**src/verilog/epm_pkg.sv**
```systemverilog
// epm_pkg: constants for the e1 performance counter and channel monitor block
// assumes a 25 MHz system clock and an APB register port
package epm_pkg;
  // ****************************************
  // register indices; the byte address is four times the index
  // ****************************************
  localparam logic [7:0] EPM_CRC_FAS_COUNT_HIGH_ADDR = 8'h02;
  localparam logic [7:0] EPM_CRC_COUNT_LOW_ADDR = 8'h03;
  localparam logic [7:0] EPM_FAS_EBIT_COUNT_MID_ADDR = 8'h04;
  localparam logic [7:0] EPM_EBIT_COUNT_LOW_ADDR = 8'h05;
  localparam logic [7:0] EPM_LOOPBACK_TX_MON_SEL_ADDR = 8'ha8;
  localparam logic [7:0] EPM_TX_MON_BYTE_ADDR = 8'ha9;
  localparam logic [7:0] EPM_RX_MON_SEL_ADDR = 8'haa;
  localparam logic [7:0] EPM_RX_MON_BYTE_ADDR = 8'hac;
  localparam logic [7:0] EPM_INTERVAL_CTRL_ADDR = 8'hb0;
  // ****************************************
  // field layout
  // ****************************************
  localparam int EPM_CRC_W = 10;
  localparam int EPM_EBIT_W = 10;
  localparam int EPM_FAS_W = 12;
  localparam int EPM_CH_W = 5;
  localparam int EPM_LOOPBACK_BIT = 7;
  localparam int EPM_INTERVAL_BIT = 7;
  localparam logic [7:0] EPM_SEL_RESET = 8'h00;
  localparam logic [7:0] EPM_CTRL_WR_MASK = 8'h9f;
  // ****************************************
  // frame and multiframe positions
  // ****************************************
  localparam logic [3:0] EPM_EBIT_FRAME_A = 4'hd;
  localparam logic [3:0] EPM_EBIT_FRAME_B = 4'hf;
  localparam logic [2:0] EPM_LAST_BIT = 3'h7;
  // ****************************************
  // timing
  // ****************************************
  localparam int EPM_CLK_HZ = 25000000;
  localparam int EPM_SHORT_INTERVAL_US = 62500;
  localparam int EPM_LONG_INTERVAL_US = 1000000;
  localparam int EPM_SHORT_CYC = (EPM_CLK_HZ / 1000) * EPM_SHORT_INTERVAL_US / 1000;
  localparam int EPM_LONG_CYC = (EPM_CLK_HZ / 1000) * (EPM_LONG_INTERVAL_US / 1000);
  typedef logic [7:0] epm_byte_t;
endpackage
```
**src/verilog/epm_mon_if.sv**
```systemverilog
// epm_mon_if: bundle carrying one direction of line data into a channel monitor
// assumes all signals are synchronous to sys_clk_in
`timescale 1ns/1ps
interface epm_mon_if;
  logic bit_stb;
  logic bit_val;
  logic [4:0] slot;
  logic [2:0] bit_pos;
  logic [4:0] sel;
  logic [7:0] mon_byte;
  modport src (output bit_stb, output bit_val, output slot, output bit_pos, output sel,
    input mon_byte);
  modport mon (input bit_stb, input bit_val, input slot, input bit_pos, input sel,
    output mon_byte);
endinterface // epm_mon_if

```
**src/verilog/epm_chan_mon.sv**
```systemverilog
// epm_chan_mon: captures the selected timeslot byte of one direction
// assumes bit strobes already synchronised to sys_clk_in
`timescale 1ns/1ps
module epm_chan_mon
  import epm_pkg::*;
(
  input wire logic sys_clk_in,
  input wire logic sys_rst_in,
  epm_mon_if.mon mon_if
);
  // ****************************************
  // shift and capture
  // ****************************************
  epm_byte_t shift_r;
  epm_byte_t hold_r;
  logic hit;
  assign hit = mon_if.bit_stb && (mon_if.slot == mon_if.sel);
  // first line bit ends in bit 7
  always_ff @(posedge sys_clk_in) begin
    if (sys_rst_in) begin
      shift_r <= 8'h00;
    end else if (hit) begin
      shift_r <= {shift_r[6:0], mon_if.bit_val};
    end
  end
  // update only after the whole slot, so software never sees a split byte
  always_ff @(posedge sys_clk_in) begin
    if (sys_rst_in) begin
      hold_r <= 8'h00;
    end else if (hit && mon_if.bit_pos == EPM_LAST_BIT) begin
      hold_r <= {shift_r[6:0], mon_if.bit_val};
    end
  end
  assign mon_if.mon_byte = hold_r;
endmodule // epm_chan_mon

```
**src/verilog/epm_perf_mon.sv**
```systemverilog
// epm_perf_mon: e1 error counters, channel monitors and loopback control
// assumes line strobes arrive from another domain as slow levels/toggles,
// and an APB master on sys_clk_in
//
// Summary of operation
// - byte 02: align bits 11:6, crc 9:8
// - align error counter twelve bits wide
// - byte 04: align bits 5:0, ebit 9:8
// - ebit counter sees frames 13,15 only
// - count one per zero e-bit
// - ebit held on frame/crc4 sync loss
// - count each bad alignment word
// - no align count during sync loss
// - no align count while hunting alignment
// - tx and rx monitors run concurrently
// - tx select bits 4:0 at a8
// - copy selected slot into monitor byte
// - select value equals channel minus one
// - bit 7 at a8 enables loopback
// - snapshot counts each second or 62.5ms
// - counters saturate, never wrap
// - crc counter held on frame/crc4 loss
// - bit 7 is first line bit
//
// The APB register port was left to the implementer.
`timescale 1ns/1ps
module epm_perf_mon
  import epm_pkg::*;
#(
  parameter int SHORT_CYC = EPM_SHORT_CYC,
  parameter int LONG_CYC = EPM_LONG_CYC
) (
  input wire logic sys_clk_in,
  input wire logic sys_rst_in,
  input wire logic psel,
  input wire logic penable,
  input wire logic pwrite,
  input wire logic [31:0] paddr,
  input wire logic [31:0] pwdata,
  output logic [31:0] prdata,
  output logic pready,
  output logic pslverr,
  input wire logic rx_bit_tgl_in,
  input wire logic rx_bit_val_in,
  input wire logic [4:0] rx_slot_in,
  input wire logic [2:0] rx_bit_pos_in,
  input wire logic [3:0] rx_frame_in,
  input wire logic tx_bit_tgl_in,
  input wire logic tx_bit_val_in,
  input wire logic [4:0] tx_slot_in,
  input wire logic [2:0] tx_bit_pos_in,
  input wire logic crc_err_tgl_in,
  input wire logic fas_err_tgl_in,
  input wire logic crc4_mode_in,
  input wire logic fas_sync_loss_in,
  input wire logic crc4_sync_loss_in,
  input wire logic receive_sync_loss_flag_in,
  input wire logic fas_hunt_in,
  input wire logic cas_hunt_in,
  input wire logic crc4_hunt_in,
  output logic remote_loopback_enable_out
);
  // ****************************************
  // pin synchronisers (3 stages, 2nd and 3rd must agree)
  // ****************************************
  localparam int NSYNC = 9;
  logic [NSYNC-1:0] raw;
  logic [NSYNC-1:0] s1_r;
  logic [NSYNC-1:0] s2_r;
  logic [NSYNC-1:0] s3_r;
  logic [NSYNC-1:0] clean_r;
  assign raw = {rx_bit_tgl_in, tx_bit_tgl_in, crc_err_tgl_in, fas_err_tgl_in, fas_sync_loss_in,
    crc4_sync_loss_in, receive_sync_loss_flag_in, fas_hunt_in | cas_hunt_in, crc4_hunt_in};
  genvar gi;
  generate
    for (gi = 0; gi < NSYNC; gi++) begin : g_sync
      always_ff @(posedge sys_clk_in) begin
        if (sys_rst_in) begin
          s1_r[gi] <= 1'b0;
          s2_r[gi] <= 1'b0;
          s3_r[gi] <= 1'b0;
          clean_r[gi] <= 1'b0;
        end else begin
          s1_r[gi] <= raw[gi];
          s2_r[gi] <= s1_r[gi];
          s3_r[gi] <= s2_r[gi];
          if (s2_r[gi] == s3_r[gi]) begin
            clean_r[gi] <= s3_r[gi];
          end
        end
      end
    end
  endgenerate
  // bit values and positions are stable around their toggle, so they are
  // registered once here, sampled alongside the toggle's settling
  logic rx_val_r;
  logic tx_val_r;
  logic [4:0] rx_slot_r;
  logic [4:0] tx_slot_r;
  logic [2:0] rx_pos_r;
  logic [2:0] tx_pos_r;
  logic [3:0] rx_frame_r;
  logic [NSYNC-1:0] prev_r;
  always_ff @(posedge sys_clk_in) begin
    if (sys_rst_in) begin
      rx_val_r <= 1'b0;
      tx_val_r <= 1'b0;
      rx_slot_r <= 5'h00;
      tx_slot_r <= 5'h00;
      rx_pos_r <= 3'h0;
      tx_pos_r <= 3'h0;
      rx_frame_r <= 4'h0;
      prev_r <= '0;
    end else begin
      rx_val_r <= rx_bit_val_in;
      tx_val_r <= tx_bit_val_in;
      rx_slot_r <= rx_slot_in;
      tx_slot_r <= tx_slot_in;
      rx_pos_r <= rx_bit_pos_in;
      tx_pos_r <= tx_bit_pos_in;
      rx_frame_r <= rx_frame_in;
      prev_r <= clean_r;
    end
  end
  logic rx_stb;
  logic tx_stb;
  logic crc_stb;
  logic fas_stb;
  logic fas_loss;
  logic crc4_loss;
  logic sync_loss;
  logic align_hunt;
  logic crc4_hunt;
  assign rx_stb = clean_r[8] ^ prev_r[8];
  assign tx_stb = clean_r[7] ^ prev_r[7];
  assign crc_stb = clean_r[6] ^ prev_r[6];
  assign fas_stb = clean_r[5] ^ prev_r[5];
  assign fas_loss = clean_r[4];
  assign crc4_loss = clean_r[3];
  assign sync_loss = clean_r[2];
  assign align_hunt = clean_r[1];
  assign crc4_hunt = clean_r[0];
  // ****************************************
  // control registers
  // ****************************************
  epm_byte_t tx_sel_ctrl_r;
  epm_byte_t rx_sel_ctrl_r;
  epm_byte_t interval_ctrl_r;
  logic wr_en;
  logic rd_en;
  logic [7:0] addr;
  // odd printed offsets, so each register is one aligned word at index * 4
  assign addr = paddr[9:2];
  assign wr_en = psel && penable && pwrite;
  assign rd_en = psel && penable && !pwrite;
  always_ff @(posedge sys_clk_in) begin
    if (sys_rst_in) begin
      tx_sel_ctrl_r <= EPM_SEL_RESET;
      rx_sel_ctrl_r <= EPM_SEL_RESET;
      interval_ctrl_r <= EPM_SEL_RESET;
    end else if (wr_en && paddr[31:10] == 22'h0 && paddr[1:0] == 2'b00) begin
      // bits 6:5 are kept at zero whatever software writes
      if (addr == EPM_LOOPBACK_TX_MON_SEL_ADDR) begin
        tx_sel_ctrl_r <= pwdata[7:0] & EPM_CTRL_WR_MASK;
      end
      if (addr == EPM_RX_MON_SEL_ADDR) begin
        rx_sel_ctrl_r <= {3'h0, pwdata[4:0]};
      end
      if (addr == EPM_INTERVAL_CTRL_ADDR) begin
        interval_ctrl_r <= {pwdata[7], 7'h00};
      end
    end
  end
  assign remote_loopback_enable_out = tx_sel_ctrl_r[EPM_LOOPBACK_BIT];
  // ****************************************
  // snapshot interval timer
  // ****************************************
  logic [24:0] tick_cnt_r;
  logic [24:0] tick_lim;
  logic snap;
  assign tick_lim = interval_ctrl_r[EPM_INTERVAL_BIT] ? 25'(SHORT_CYC - 1) : 25'(LONG_CYC - 1);
  assign snap = (tick_cnt_r >= tick_lim);
  always_ff @(posedge sys_clk_in) begin
    if (sys_rst_in) begin
      tick_cnt_r <= 25'h0000000;
    end else if (snap) begin
      tick_cnt_r <= 25'h0000000;
    end else begin
      tick_cnt_r <= tick_cnt_r + 25'h0000001;
    end
  end
  // ****************************************
  // error counters
  // ****************************************
  function automatic logic [11:0] sat_inc(input logic [11:0] v, input logic [11:0] max,
    input logic inc);
    sat_inc = (inc && v != max) ? v + 12'h001 : v;
  endfunction
  logic crc_inc;
  logic ebit_inc;
  logic fas_inc;
  logic ebit_slot;
  assign crc_inc = crc_stb && !fas_loss && !crc4_loss;
  assign ebit_slot = rx_stb && crc4_mode_in && rx_slot_r == 5'h00 && rx_pos_r == 3'h0 &&
    (rx_frame_r == EPM_EBIT_FRAME_A || rx_frame_r == EPM_EBIT_FRAME_B);
  assign ebit_inc = ebit_slot && !rx_val_r && !fas_loss && !crc4_loss;
  assign fas_inc = fas_stb && !sync_loss &&
    !align_hunt && !crc4_hunt;
  logic [EPM_CRC_W-1:0] crc_acc_r;
  logic [EPM_EBIT_W-1:0] ebit_acc_r;
  logic [EPM_FAS_W-1:0] fas_acc_r;
  logic [EPM_CRC_W-1:0] crc_cnt_r;
  logic [EPM_EBIT_W-1:0] ebit_cnt_r;
  logic [EPM_FAS_W-1:0] fas_cnt_r;
  // an event landing on the snapshot edge starts the new interval
  always_ff @(posedge sys_clk_in) begin
    if (sys_rst_in) begin
      crc_acc_r <= '0;
      ebit_acc_r <= '0;
      fas_acc_r <= '0;
    end else if (snap) begin
      crc_acc_r <= {{(EPM_CRC_W-1){1'b0}}, crc_inc};
      ebit_acc_r <= {{(EPM_EBIT_W-1){1'b0}}, ebit_inc};
      fas_acc_r <= {{(EPM_FAS_W-1){1'b0}}, fas_inc};
    end else begin
      crc_acc_r <= EPM_CRC_W'(sat_inc({2'b00, crc_acc_r}, 12'h3ff, crc_inc));
      ebit_acc_r <= EPM_EBIT_W'(sat_inc({2'b00, ebit_acc_r}, 12'h3ff, ebit_inc));
      fas_acc_r <= sat_inc(fas_acc_r, 12'hfff, fas_inc);
    end
  end
  always_ff @(posedge sys_clk_in) begin
    if (sys_rst_in) begin
      crc_cnt_r <= '0;
      ebit_cnt_r <= '0;
      fas_cnt_r <= '0;
    end else if (snap) begin
      crc_cnt_r <= crc_acc_r;
      ebit_cnt_r <= ebit_acc_r;
      fas_cnt_r <= fas_acc_r;
    end
  end
  // ****************************************
  // channel monitors
  // ****************************************
  epm_mon_if tx_if ();
  epm_mon_if rx_if ();
  // select value is the timeslot number, i.e. channel minus one
  assign tx_if.bit_stb = tx_stb;
  assign tx_if.bit_val = tx_val_r;
  assign tx_if.slot = tx_slot_r;
  assign tx_if.bit_pos = tx_pos_r;
  assign tx_if.sel = tx_sel_ctrl_r[EPM_CH_W-1:0];
  assign rx_if.bit_stb = rx_stb;
  assign rx_if.bit_val = rx_val_r;
  assign rx_if.slot = rx_slot_r;
  assign rx_if.bit_pos = rx_pos_r;
  assign rx_if.sel = rx_sel_ctrl_r[EPM_CH_W-1:0];
  epm_chan_mon u_tx_mon (
    .sys_clk_in(sys_clk_in),
    .sys_rst_in(sys_rst_in),
    .mon_if(tx_if)
  );
  epm_chan_mon u_rx_mon (
    .sys_clk_in(sys_clk_in),
    .sys_rst_in(sys_rst_in),
    .mon_if(rx_if)
  );
  // ****************************************
  // apb read path
  // ****************************************
  epm_byte_t rd_byte;
  logic hit;
  always_comb begin
    rd_byte = 8'h00;
    hit = 1'b1;
    unique case (addr)
      EPM_CRC_FAS_COUNT_HIGH_ADDR: rd_byte = {fas_cnt_r[11:6], crc_cnt_r[9:8]};
      EPM_CRC_COUNT_LOW_ADDR: rd_byte = crc_cnt_r[7:0];
      EPM_FAS_EBIT_COUNT_MID_ADDR: rd_byte = {fas_cnt_r[5:0], ebit_cnt_r[9:8]};
      EPM_EBIT_COUNT_LOW_ADDR: rd_byte = ebit_cnt_r[7:0];
      EPM_LOOPBACK_TX_MON_SEL_ADDR: rd_byte = tx_sel_ctrl_r;
      EPM_TX_MON_BYTE_ADDR: rd_byte = tx_if.mon_byte;
      EPM_RX_MON_SEL_ADDR: rd_byte = rx_sel_ctrl_r;
      EPM_RX_MON_BYTE_ADDR: rd_byte = rx_if.mon_byte;
      EPM_INTERVAL_CTRL_ADDR: rd_byte = interval_ctrl_r;
      default: hit = 1'b0;
    endcase
    if (paddr[31:10] != 22'h0 || paddr[1:0] != 2'b00) begin
      hit = 1'b0;
    end
  end
  // zero wait states: ready is high in every access phase
  assign pready = psel && penable;
  assign pslverr = psel && penable && !hit;
  always_ff @(posedge sys_clk_in) begin
    if (sys_rst_in) begin
      prdata <= 32'h00000000;
    end else if (psel && !penable && !pwrite) begin
      prdata <= {24'h000000, rd_byte};
    end else if (rd_en && !hit) begin
      prdata <= 32'h00000000;
    end
  end
endmodule // epm_perf_mon

```
**config.mk**
```make
export PLATFORM = sky130hd
export DESIGN_NAME = epm_perf_mon
export DESIGN_NICKNAME = d
export VERILOG_FILES = /design/src/verilog/epm_pkg.sv /design/src/verilog/epm_mon_if.sv /design/src/verilog/epm_chan_mon.sv /design/src/verilog/epm_perf_mon.sv
export SDC_FILE = /design/constraint.sdc
export NUM_CORES = 1
export LEC_CHECK = 0
export BUFFER_PORTS_ARGS = -buffer_cell sky130_fd_sc_hd__buf_2
export CAP_MARGIN = 20
export CORE_ASPECT_RATIO = 0.7
export CORE_UTILIZATION = 25
export CTS_CLUSTER_SIZE = 16
export DETAILED_ROUTE_END_ITERATION = 8
export PLACE_DENSITY = 0.46
export SYNTH_ARGS = -nofsm -noshare
export SYNTH_HDL_FRONTEND = slang
export SYNTH_SLANG_ARGS = --single-unit
```
**constraint.sdc**
```tcl
create_clock -name sys_clk_in -period 5.07 [get_ports sys_clk_in]
set_input_delay 0.2535 -clock sys_clk_in [delete_from_list [all_inputs] [get_ports sys_clk_in]]
set_output_delay 0.2535 -clock sys_clk_in [all_outputs]
set_load 0.01 [all_outputs]
```
==> results of run 1 <==
## worst max-delay path by stage
stage | start | endpoint | slack, ns | cells past startpoint
after global routing | interval_ctrl_r[7] | ebit_acc_r[0] | 1.53 | 8
after floorplan | interval_ctrl_r[7] | crc_cnt_r[9] | 2.73 | 9
after detailed placement | interval_ctrl_r[7] | ebit_acc_r[0] | 1.81 | 8
after global placement | interval_ctrl_r[7] | ebit_acc_r[0] | 1.74 | 7
final | interval_ctrl_r[7] | ebit_acc_r[0] | 1.80 | 8
after CTS | interval_ctrl_r[7] | ebit_acc_r[0] | 1.80 | 8
## timing repair
item / 4_1_cts / 5_1_grt
endpoints found under the hold margin: 17 / 0
endpoints found under the setup margin: 0 / 0
setup buffers: 0 / 0
hold buffers: 18 / 0
## power groups by stage
stage / clock network, mW / logic, mW / registers [mW]
finish: 1.44 / 0.139 / 1.60
global route: 1.55 / 0.155 / 1.60
CTS: 1.49 / 0.141 / 1.60
detailed placement: 0 / 0.130 / 1.64
global placement: 0 / 0.129 / 1.64
floorplan: 0 / 0.0912 / 1.63
## cell usage after synthesis, types with 5 or more instances
cell,instances,share of area [%]
nor4_1,12,0.85
a32o_1,7,0.79
ha_1,20,2.8
buf_4,25,2.1
o21ai_0,42,2.4
nor2_1,122,5.2
buf_2,8,0.45
nand2_1,40,1.7
nor3_1,8,0.45
mux2i_1,57,6.5
a21oi_1,54,3.1
clkbuf_1,29,1.2
o31ai_1,5,0.42
xor2_1,37,3.7
nand4_1,19,1.3
mux2_2,6,0.76
nand3_2,5,0.57
nor2b_1,58,4.1
nand3_1,59,3.3
and3_1,10,0.71
xnor2_1,24,2.4
o21ai_1,6,0.34
dfxtp_1,200,45
inv_1,9,0.38
and4_1,8,0.79
## final cells by class
cell class              count  area (µm²)  area share (%)
flip-flops and latches    200        4000            38.3
repair buffers            109         673            6.44
inverters                  10        37.5           0.359
well taps                 472         591            5.65
multi-input cells         694        4530            43.3
clock buffers              18         429            4.11
clock inverters            14         190            1.82
## state kept, by name, summed over array words and instances, names as in the netlist, 6 cells and up
| name | flops |
|---|---|
| ebit_cnt_r | 10 |
| ebit_acc_r | 10 |
| fas_acc_r | 12 |
| s1_r | 9 |
| crc_cnt_r | 10 |
| u_tx_mon.shift_r | 7 |
| s2_r | 9 |
| fas_cnt_r | 12 |
| u_rx_mon.shift_r | 7 |
| crc_acc_r | 10 |
| tick_cnt_r | 25 |
| tx_sel_ctrl_r | 6 |
| s3_r | 9 |
| prdata | 8 |
| u_rx_mon.mon_if.mon_byte | 8 |
| u_tx_mon.mon_if.mon_byte | 8 |
## cell families after synthesis
logic type,synth area share (%)
buffers and inverters,4.45
AOI/OAI and AO/OA,11.1
other,0.0424
adders and majority gates,2.83
and+or+nand+nor,22.9
DFF,45.3
muxes,7.35
xor gates and xnor gates,6.05
## metal layers
| layer | vias up | GRT usage [%] |
|---|---|---|
| met5 | - | 0 |
| met4 | 0 | 4.05 |
| met3 | 25 | 3.03 |
| met2 | 120 | 16.6 |
| met1 | 3183 | 18.9 |
| li1 | 3460 | - |
## critical path: cells and delay by family, from the launching register on
| kind | cells | cell delay [ns] |
|---|---|---|
| AOI/OAI and AO/OA | 5 | 1.66 |
| adders and majority gates | 1 | 0.38 |
| buffers and inverters | 1 | 0.30 |
| DFF | 1 | 0.66 |
| and+or+nand+nor | 1 | 0.14 |
==> results_dict.tcl, run 1 <==
set metrics [dict create \
    cts-resized-gates 0 \
    ys_seq_elements 200 \
    cts_sinks 200 \
    route.layer.met1.wl_um 11800 \
    worst_path_clk_slew_ns 0.07 \
    layout_commonest_cell "dfxtp_1" \
    intPower_mw 2.44 \
    critical_path_peak_fanout 35 \
    wl_um 21800 \
    core_area_mm2 0.0347 \
    fp.dieArea_mm2 0.0361 \
    final.fill_count 3648 \
    pwrdens_mw_per_mm2 304 \
    finalSetupViolations 0 \
    fin_skew_ns 0.0116 \
    rsz0062_at_grt "no" \
    grt_pass1_wl_um 34700 \
    critPathKind "reg2reg" \
    area_growth_from_synthesis_to_layout_pct 18.3 \
    number_of_different_library_cells_in_the_post_synthesis_netlist 74 \
    synthesis.instances 946 \
    dp_hpwl_um 15600 \
    total_cell_area_at_the_placement_stage_mm2 0.00965 \
    regToRegEndpoint "ebit_acc_r[0]" \
    outcome "complete, no violations" \
    postLayoutCoreUtil_pct 30.1 \
    dr.first_iter.drc_count 344 \
    top_reg_cell_synth "dfxtp_1" \
    fin_area_mm2 0.0105 \
    globalplace.congestion 0.788 \
    antenna_cells 0 \
    critPathMostFrequentCell "a21o_1" \
    min_delay_worst_endpoint "rx_if.slot[2]" \
    clk_latency_ns 0.45 \
    power_mw 3.18 \
    timing.final.max_slew_violations 0 \
    fin_ws_ns 1.80 \
    placement.io_buffers 85 \
    num-nets-final 1154 \
    min_period_over_period_pct 64.5 \
    hold_slack_ns 0.0234 \
    r2r_start "interval_ctrl_r[7]" \
    cts_root_buf "clkbuf_16" \
    routed-via-count 6788 \
    grt_antenna_before_repair 0 \
    num_io_pins 137 \
    vias_in_the_first_global_route 6278 \
    share_clk_of_total_power_pct 45.3 \
    grt_max_degree 95 \
    r2r_cells 8 \
    layout-drive-gt1-share_pct 15.2 \
    rrSetupSlack_ns 1.80 \
    cp_slowest_stage_delay_ns 0.85 \
    fmax_mhz 306 \
    irDropWorstVdd_v 0.000220 \
    met2RoutedLength_um 8700 \
    critical_path_required_ns 5.42 \
    timing.hold.worst_path_depth 2 \
    dpl.cell_count 1467 \
    finalCriticalPeriod_ns 3.27 \
    cts_buffer_depth 2 \
    p_sw_share_pct 23.3 \
    ant_nets 0 \
    floorplan.die.width_um 227 \
    path_cells "inv_1 -> ha_1 -> a21o_1 -> a21oi_1 -> o31ai_1 -> a21o_1 -> nor3_1 -> o31a_1" \
    yosysWarnings 0 \
    synth.yosys.seq_area_share_pct 45.3 \
    synth-edff-count 0 \
    drv_cap 0 \
    post_synthesis_instance_area_mm2 0.00883 \
    clock_tree.htree_level_count 4 \
    row_count 57 \
    worst-slew-pin-transition_ns 1.05 \
    timing.slew.headroom_pct 29.7 \
    floorplan.die.height_um 159 \
    detail_route.vias_per_cell 4.47 \
    switching_power_uw 740 \
    holdCritStartpoint "rx_slot_in[2]" \
    route.top_layer_used "met4" \
    synthesis.area_per_instance_um2 9.34 \
    critical_path.endpoint_type "register" \
    setup_tns_ns 0 \
    finalHoldViolations 0 \
    cts_inserted_buffers 17 \
    hold_class "in2reg" \
    critical_path.startpoint_type "register" \
    gr-total-overflow 0 \
    cts_tree "done" \
    mostFrequentLayoutCells "dfxtp_1, nor2_1, buf_2, nor2b_1, nand3_1" \
    worstPathArrival_ns 3.62 \
    drt_first_pass_iters 4 \
    floorplan.initialDensity_pct 25.4 \
    place_ws_ns 1.81 \
    highest_delay_cell_along_the_critical_path "a21o_1" \
    track_usage_pct 12.4 \
    p_seq_share_pct 50.3 \
    drc 0 \
    finish.cell_count_without_fillers 1517 \
    p_leak_nw 3.97 \
    wl_per_cell_um 14.3 \
    async_reset_ff_share_pct 0 \
    route.met3.wl_um 898 \
    p_comb_share_pct 4.4 \
]
(Power assumes the default switching activity.)
==> inputs of run 2 (changes only) <==
==> constraint.sdc (replaced) <==
create_clock -name sys_clk_in -period 3.3 [get_ports sys_clk_in]
set_input_delay 0.165 -clock sys_clk_in [delete_from_list [all_inputs] [get_ports sys_clk_in]]
set_output_delay 0.165 -clock sys_clk_in [all_outputs]
set_load 0.01 [all_outputs]
==> results_dict.tcl, run 2 (synthesized netlist as in run 1, its figures left out) <==
set metrics [dict create \
    detail_route.vias_per_cell 4.45 \
    post_cts_hold_buffer_count 37 \
    cts_inserted_buffers 17 \
    pwrdens_mw_per_mm2 459 \
    highest_delay_cell_along_the_critical_path "dfxtp_1" \
    path_cells "inv_1 -> ha_1 -> a21oi_1 -> nor3b_1 -> nand3_1 -> nand4_1 -> buf_4 -> buf_4 -> nand4b_1 -> a21oi_1" \
    wl_um 22200 \
    r2r_cells 10 \
    cts_buffer_depth 2 \
    num_io_pins 137 \
    cts_sinks 200 \
    grt_antenna_before_repair 1 \
    grt_pass1_wl_um 36200 \
    clock_tree.htree_level_count 4 \
    min_delay_worst_endpoint "prdata[0]" \
    dp_hpwl_um 15800 \
    track_usage_pct 12.9 \
    floorplan.die.width_um 227 \
    r2r_start "interval_ctrl_r[7]" \
    clk_latency_ns 0.45 \
    postLayoutCoreUtil_pct 30.7 \
    min_period_over_period_pct 87.8 \
    drt_first_pass_iters 5 \
    cts_tree "done" \
    timing.final.max_slew_violations 0 \
    largest_register_ffs 25 \
    worst_path_clk_slew_ns 0.08 \
    core_area_mm2 0.0347 \
    hold_class "in2reg" \
    worst-slew-pin-transition_ns 0.830 \
    row_count 57 \
    dr.first_iter.drc_count 488 \
    timing.slew.headroom_pct 44.1 \
    ant_nets 0 \
    grt_max_degree 141 \
    mostFrequentLayoutCells "dfxtp_1, nor2_1, buf_2, nor2b_1, nand3_1" \
    setup_tns_ns 0 \
    layout-drive-gt1-share_pct 15.0 \
    drc 0 \
    outcome "complete, no violations" \
    critPathKind "reg2reg" \
    timing.hold.worst_path_depth 3 \
    max_flop_register "tick_cnt_r" \
    post-cts-setup-buffer-count 0 \
    critical_path_peak_fanout 20 \
    wl_per_cell_um 14.4 \
    floorplan.die.height_um 159 \
    cts_root_buf "clkbuf_16" \
    p_leak_nw 4.06 \
    floorplan.initialDensity_pct 25.4 \
    globalplace.congestion 0.778 \
    routed-via-count 6852 \
    rsz0062_at_grt "no" \
    critical_path.endpoint_type "register" \
    num-nets-final 1176 \
    drv_cap 0 \
    critical_path_required_ns 3.68 \
    fmax_mhz 345 \
    finalSetupViolations 0 \
    finalCriticalPeriod_ns 2.90 \
    placement.io_buffers 85 \
    regToRegEndpoint "fas_acc_r[0]" \
    worstPathArrival_ns 3.27 \
    holdCritStartpoint "psel" \
    fin_skew_ns 0.0105 \
    rrSetupSlack_ns 0.40 \
    biggest_registers_after_layout "tick_cnt_r x25, fas_acc_r x12, fas_cnt_r x12" \
    vias_in_the_first_global_route 6530 \
    cts-resized-gates 0 \
    cp_slowest_stage_delay_ns 0.65 \
    fp.dieArea_mm2 0.0361 \
    irDropWorstVdd_v 0.000258 \
    area_growth_from_synthesis_to_layout_pct 20.5 \
    critical_path.startpoint_type "register" \
    gr-total-overflow 0 \
    layout_commonest_cell "dfxtp_1" \
    finalHoldViolations 0 \
]
run 2: worst max path at each step:
stage | startpoint | end | slack (ns) | cells past startpoint
floorplan | interval_ctrl_r[7] | crc_cnt_r[9] | 0.96 | 9
global placement | interval_ctrl_r[7] | ebit_acc_r[0] | 0.43 | 9
detailed placement | interval_ctrl_r[7] | ebit_acc_r[0] | 0.41 | 9
CTS | interval_ctrl_r[7] | fas_acc_r[0] | 0.39 | 10
global route | interval_ctrl_r[7] | crc_acc_r[0] | 0.13 | 10
finish | interval_ctrl_r[7] | fas_acc_r[0] | 0.40 | 10
run 2: area by class of cell:
| cell class | instances | area (µm²) |
|---|---|---|
| Tap cell | 472 | 591 |
| Sequential cell | 200 | 4000 |
| Clock buffer | 20 | 447 |
| Fill cell | 3634 | 24100 |
| Clock inverter | 11 | 161 |
| Multi-Input combinational cell | 694 | 4530 |
| Timing Repair Buffer | 131 | 878 |
| Inverter | 10 | 37.5 |
| Antenna cell | 1 | 2.50 |
run 2: per-layer routing:
metal / vias up / GRT usage [%] / wire length, µm / part of all wire (%)
li1: 3487 / - / - / -
met1: 3233 / 19.6 / 12000 / 54
met2: 118 / 17.7 / 9060 / 41
met3: 14 / 3.36 / 926 / 4.2
met4: 0 / 3.29 / 194 / 0.88
met5: - / 0 / 0 / 0
run 2: report_power, final:
part	switching [mW]	leakage, nW	internal, mW
Clock	0.968	0.293	1.23
Sequential	0.0154	1.62	2.44
Combinational	0.131	2.15	0.105
Total	1.11	4.06	3.78
run 2: critical path, delay by kind of cell (launching register included):
family                     cells  cell delay (ns)
adders and majority gates      1             0.39
buffers and inverters          3             0.83
DFF                            1             0.65
AOI/OAI and AO/OA              2             0.33
and+or+nand+nor                4             0.62
run 2: stage by stage:
step | hold slack (ns) | instance area (µm²) | std cells | setup slack [ns] | total power [mW]
after floorplan | 0.281 | 8920 | 969 | 0.962 | 2.65
after global placement | 0.376 | 9670 | 1470 | 0.427 | 2.72
after detailed placement | 0.378 | 9670 | 1470 | 0.415 | 2.72
after CTS | 0.169 | 10600 | 1538 | 0.387 | 4.96
after global routing | 0.189 | 10600 | 1538 | 0.135 | 5.10
final | 0.189 | 10700 | 1539 | 0.404 | 4.89
==> inputs of run 3 (changes only) <==
--- a/config.mk
+++ b/config.mk
@@ -8,10 +8,10 @@
 export BUFFER_PORTS_ARGS = -buffer_cell sky130_fd_sc_hd__buf_2
 export CAP_MARGIN = 20
 export CORE_ASPECT_RATIO = 0.7
-export CORE_UTILIZATION = 25
+export CORE_UTILIZATION = 50
 export CTS_CLUSTER_SIZE = 16
 export DETAILED_ROUTE_END_ITERATION = 8
-export PLACE_DENSITY = 0.46
+export PLACE_DENSITY = 0.76
 export SYNTH_ARGS = -nofsm -noshare
 export SYNTH_HDL_FRONTEND = slang
 export SYNTH_SLANG_ARGS = --single-unit
==> results_dict.tcl, run 3 (synthesized netlist as in run 1, its figures left out) <==
set metrics [dict create \
    timing.hold.worst_path_depth 3 \
    track_usage_pct 22.5 \
    gr-total-overflow 0 \
    p_leak_nw 4.09 \
    cts_tree "done" \
    routed-via-count 7039 \
    largest_register_ffs 25 \
    rsz0062_at_grt "no" \
    cts_inserted_buffers 17 \
    postLayoutCoreUtil_pct 60.5 \
    highest_delay_cell_along_the_critical_path "and4_1" \
    wl_um 20100 \
    worstPathArrival_ns 3.11 \
    ant_nets 0 \
    biggest_registers_after_layout "tick_cnt_r x25, fas_acc_r x12, fas_cnt_r x12" \
    dp_hpwl_um 13400 \
    dr.first_iter.drc_count 600 \
    mostFrequentLayoutCells "dfxtp_1, nor2_1, buf_2, nor2b_1, nand3_1" \
    area_growth_from_synthesis_to_layout_pct 17.8 \
    cts_buffer_depth 2 \
    vias_in_the_first_global_route 6397 \
    r2r_cells 7 \
    p_comb_share_pct 4.7 \
    worst-slew-pin-transition_ns 0.892 \
    timing.final.max_slew_violations 0 \
    num-nets-final 1177 \
    irDropWorstVdd_v 0.000302 \
    floorplan.die.width_um 161 \
    placement.io_buffers 85 \
    worst_setup_path_start "interval_ctrl_r[7]" \
    cp_slowest_stage_delay_ns 0.81 \
    post-cts-setup-buffer-count 0 \
    finish.cell_count_without_fillers 1299 \
    timing.slew.headroom_pct 40.5 \
    min_period_over_period_pct 83.0 \
    intPower_mw 3.62 \
    fmax_mhz 365 \
    r2r_start "interval_ctrl_r[7]" \
    pwrdens_mw_per_mm2 470 \
    clock_tree.htree_level_count 4 \
    hold_class "in2reg" \
    floorplan.initialDensity_pct 51.3 \
    drt_first_pass_iters 5 \
    critical_path.endpoint_type "register" \
    fin_area_mm2 0.0104 \
    drv_cap 0 \
    num_io_pins 137 \
    finalCriticalPeriod_ns 2.74 \
    p_seq_share_pct 50.3 \
    finalHoldViolations 0 \
    share_clk_of_total_power_pct 45.0 \
    wl_per_cell_um 15.5 \
    floorplan.die.height_um 113 \
    row_count 40 \
    path_cells "buf_4 -> ha_1 -> and4_1 -> and4_1 -> and4_1 -> o21ai_0 -> a21oi_1" \
    p_sw_share_pct 26.1 \
    detail_route.vias_per_cell 5.42 \
    worst_path_clk_slew_ns 0.08 \
    fp.dieArea_mm2 0.0182 \
    drc 0 \
    switching_power_mw 1.28 \
    globalplace.congestion 0.866 \
    core_area_mm2 0.0172 \
    critical_path_peak_fanout 26 \
    holdCritStartpoint "psel" \
    critical_path_required_ns 3.67 \
    dpl.cell_count 1230 \
    cts_sinks 200 \
    outcome "complete, no violations" \
    critPathMostFrequentCell "and4_1" \
    total_cell_area_at_the_placement_stage_mm2 0.00939 \
    cts_root_buf "clkbuf_16" \
    critPathKind "reg2reg" \
    max_flop_register "tick_cnt_r" \
    antenna_cells 0 \
    critical_path.startpoint_type "register" \
    grt_pass1_wl_um 32700 \
    clk_latency_ns 0.45 \
    grt_max_degree 87 \
    fin_skew_ns 0.0128 \
    grt_antenna_before_repair 0 \
    finalSetupViolations 0 \
    layout_commonest_cell "dfxtp_1" \
    setup_tns_ns 0 \
    layout-drive-gt1-share_pct 15.4 \
]
[run 3: cell types whose count changed in the layout (fill, tap and decap cells not counted)]
cell	change
inv_8	-2
clkinv_2	-1
clkbuf_1	-2
clkinv_8	+7
bufinv_16	-3
inv_12	+5
clkbuf_8	-1
clkinvlp_4	-2
buf_12	+1
diode_2	-1
[run 3: critical path, delay by kind of cell, from the launching register on]
kind / cells / cell delay [ns]
adders and majority gates: 1 / 0.33
buffers and inverters: 1 / 0.18
DFF: 1 / 0.31
AOI/OAI and AO/OA: 2 / 0.54
and+or+nand+nor: 3 / 1.28
[run 3: layout make-up]
class	count	area [µm²]
flip-flops and latches	200	4000
multi-input cells	694	4530
clock inverters	15	224
repair buffers	132	898
well taps	231	289
fillers	1425	6810
clock buffers	17	425
inverters	10	37.5
[run 3: final timing paths]
path,slack (ns),to
max,0.56,crc_cnt_r[5]
min,0.19,prdata[0]
max reg2reg,0.56,crc_cnt_r[5]
min reg2reg,0.44,s2_r[6]
[run 3: metrics by stage]
step / setup slack, ns / hold slack (ns) / power [mW]
2_1_floorplan: 0.962 / 0.281 / 2.65
3_3_place_gp: 0.710 / 0.374 / 2.71
3_5_place_dp: 0.680 / 0.377 / 2.71
4_1_cts: 0.613 / 0.175 / 4.92
5_1_grt: 0.421 / 0.184 / 5.07
6_report: 0.561 / 0.190 / 4.89
[run 3: power by group through the flow]
stage / combinational [mW] / sequential [mW] / clock, mW
detailed placement: 0.194 / 2.51 / 0
global route: 0.252 / 2.46 / 2.36
floorplan: 0.140 / 2.51 / 0
finish: 0.232 / 2.46 / 2.20
CTS: 0.229 / 2.46 / 2.24
global placement: 0.192 / 2.51 / 0
[run 3: repair_timing]
item                                   4_1_cts  5_1_grt
hold buffers                                37        0
endpoints found under the hold margin       41        0
gates resized for setup                      0        0
[run 3: per-layer routing]
metal	global-route usage (%)	vias up	wire length, µm
met5	0	-	0
met1	32.7	3321	10100
met2	33.1	199	8520
met4	5.16	0	175
met3	6.09	15	1330
li1	-	3504	-
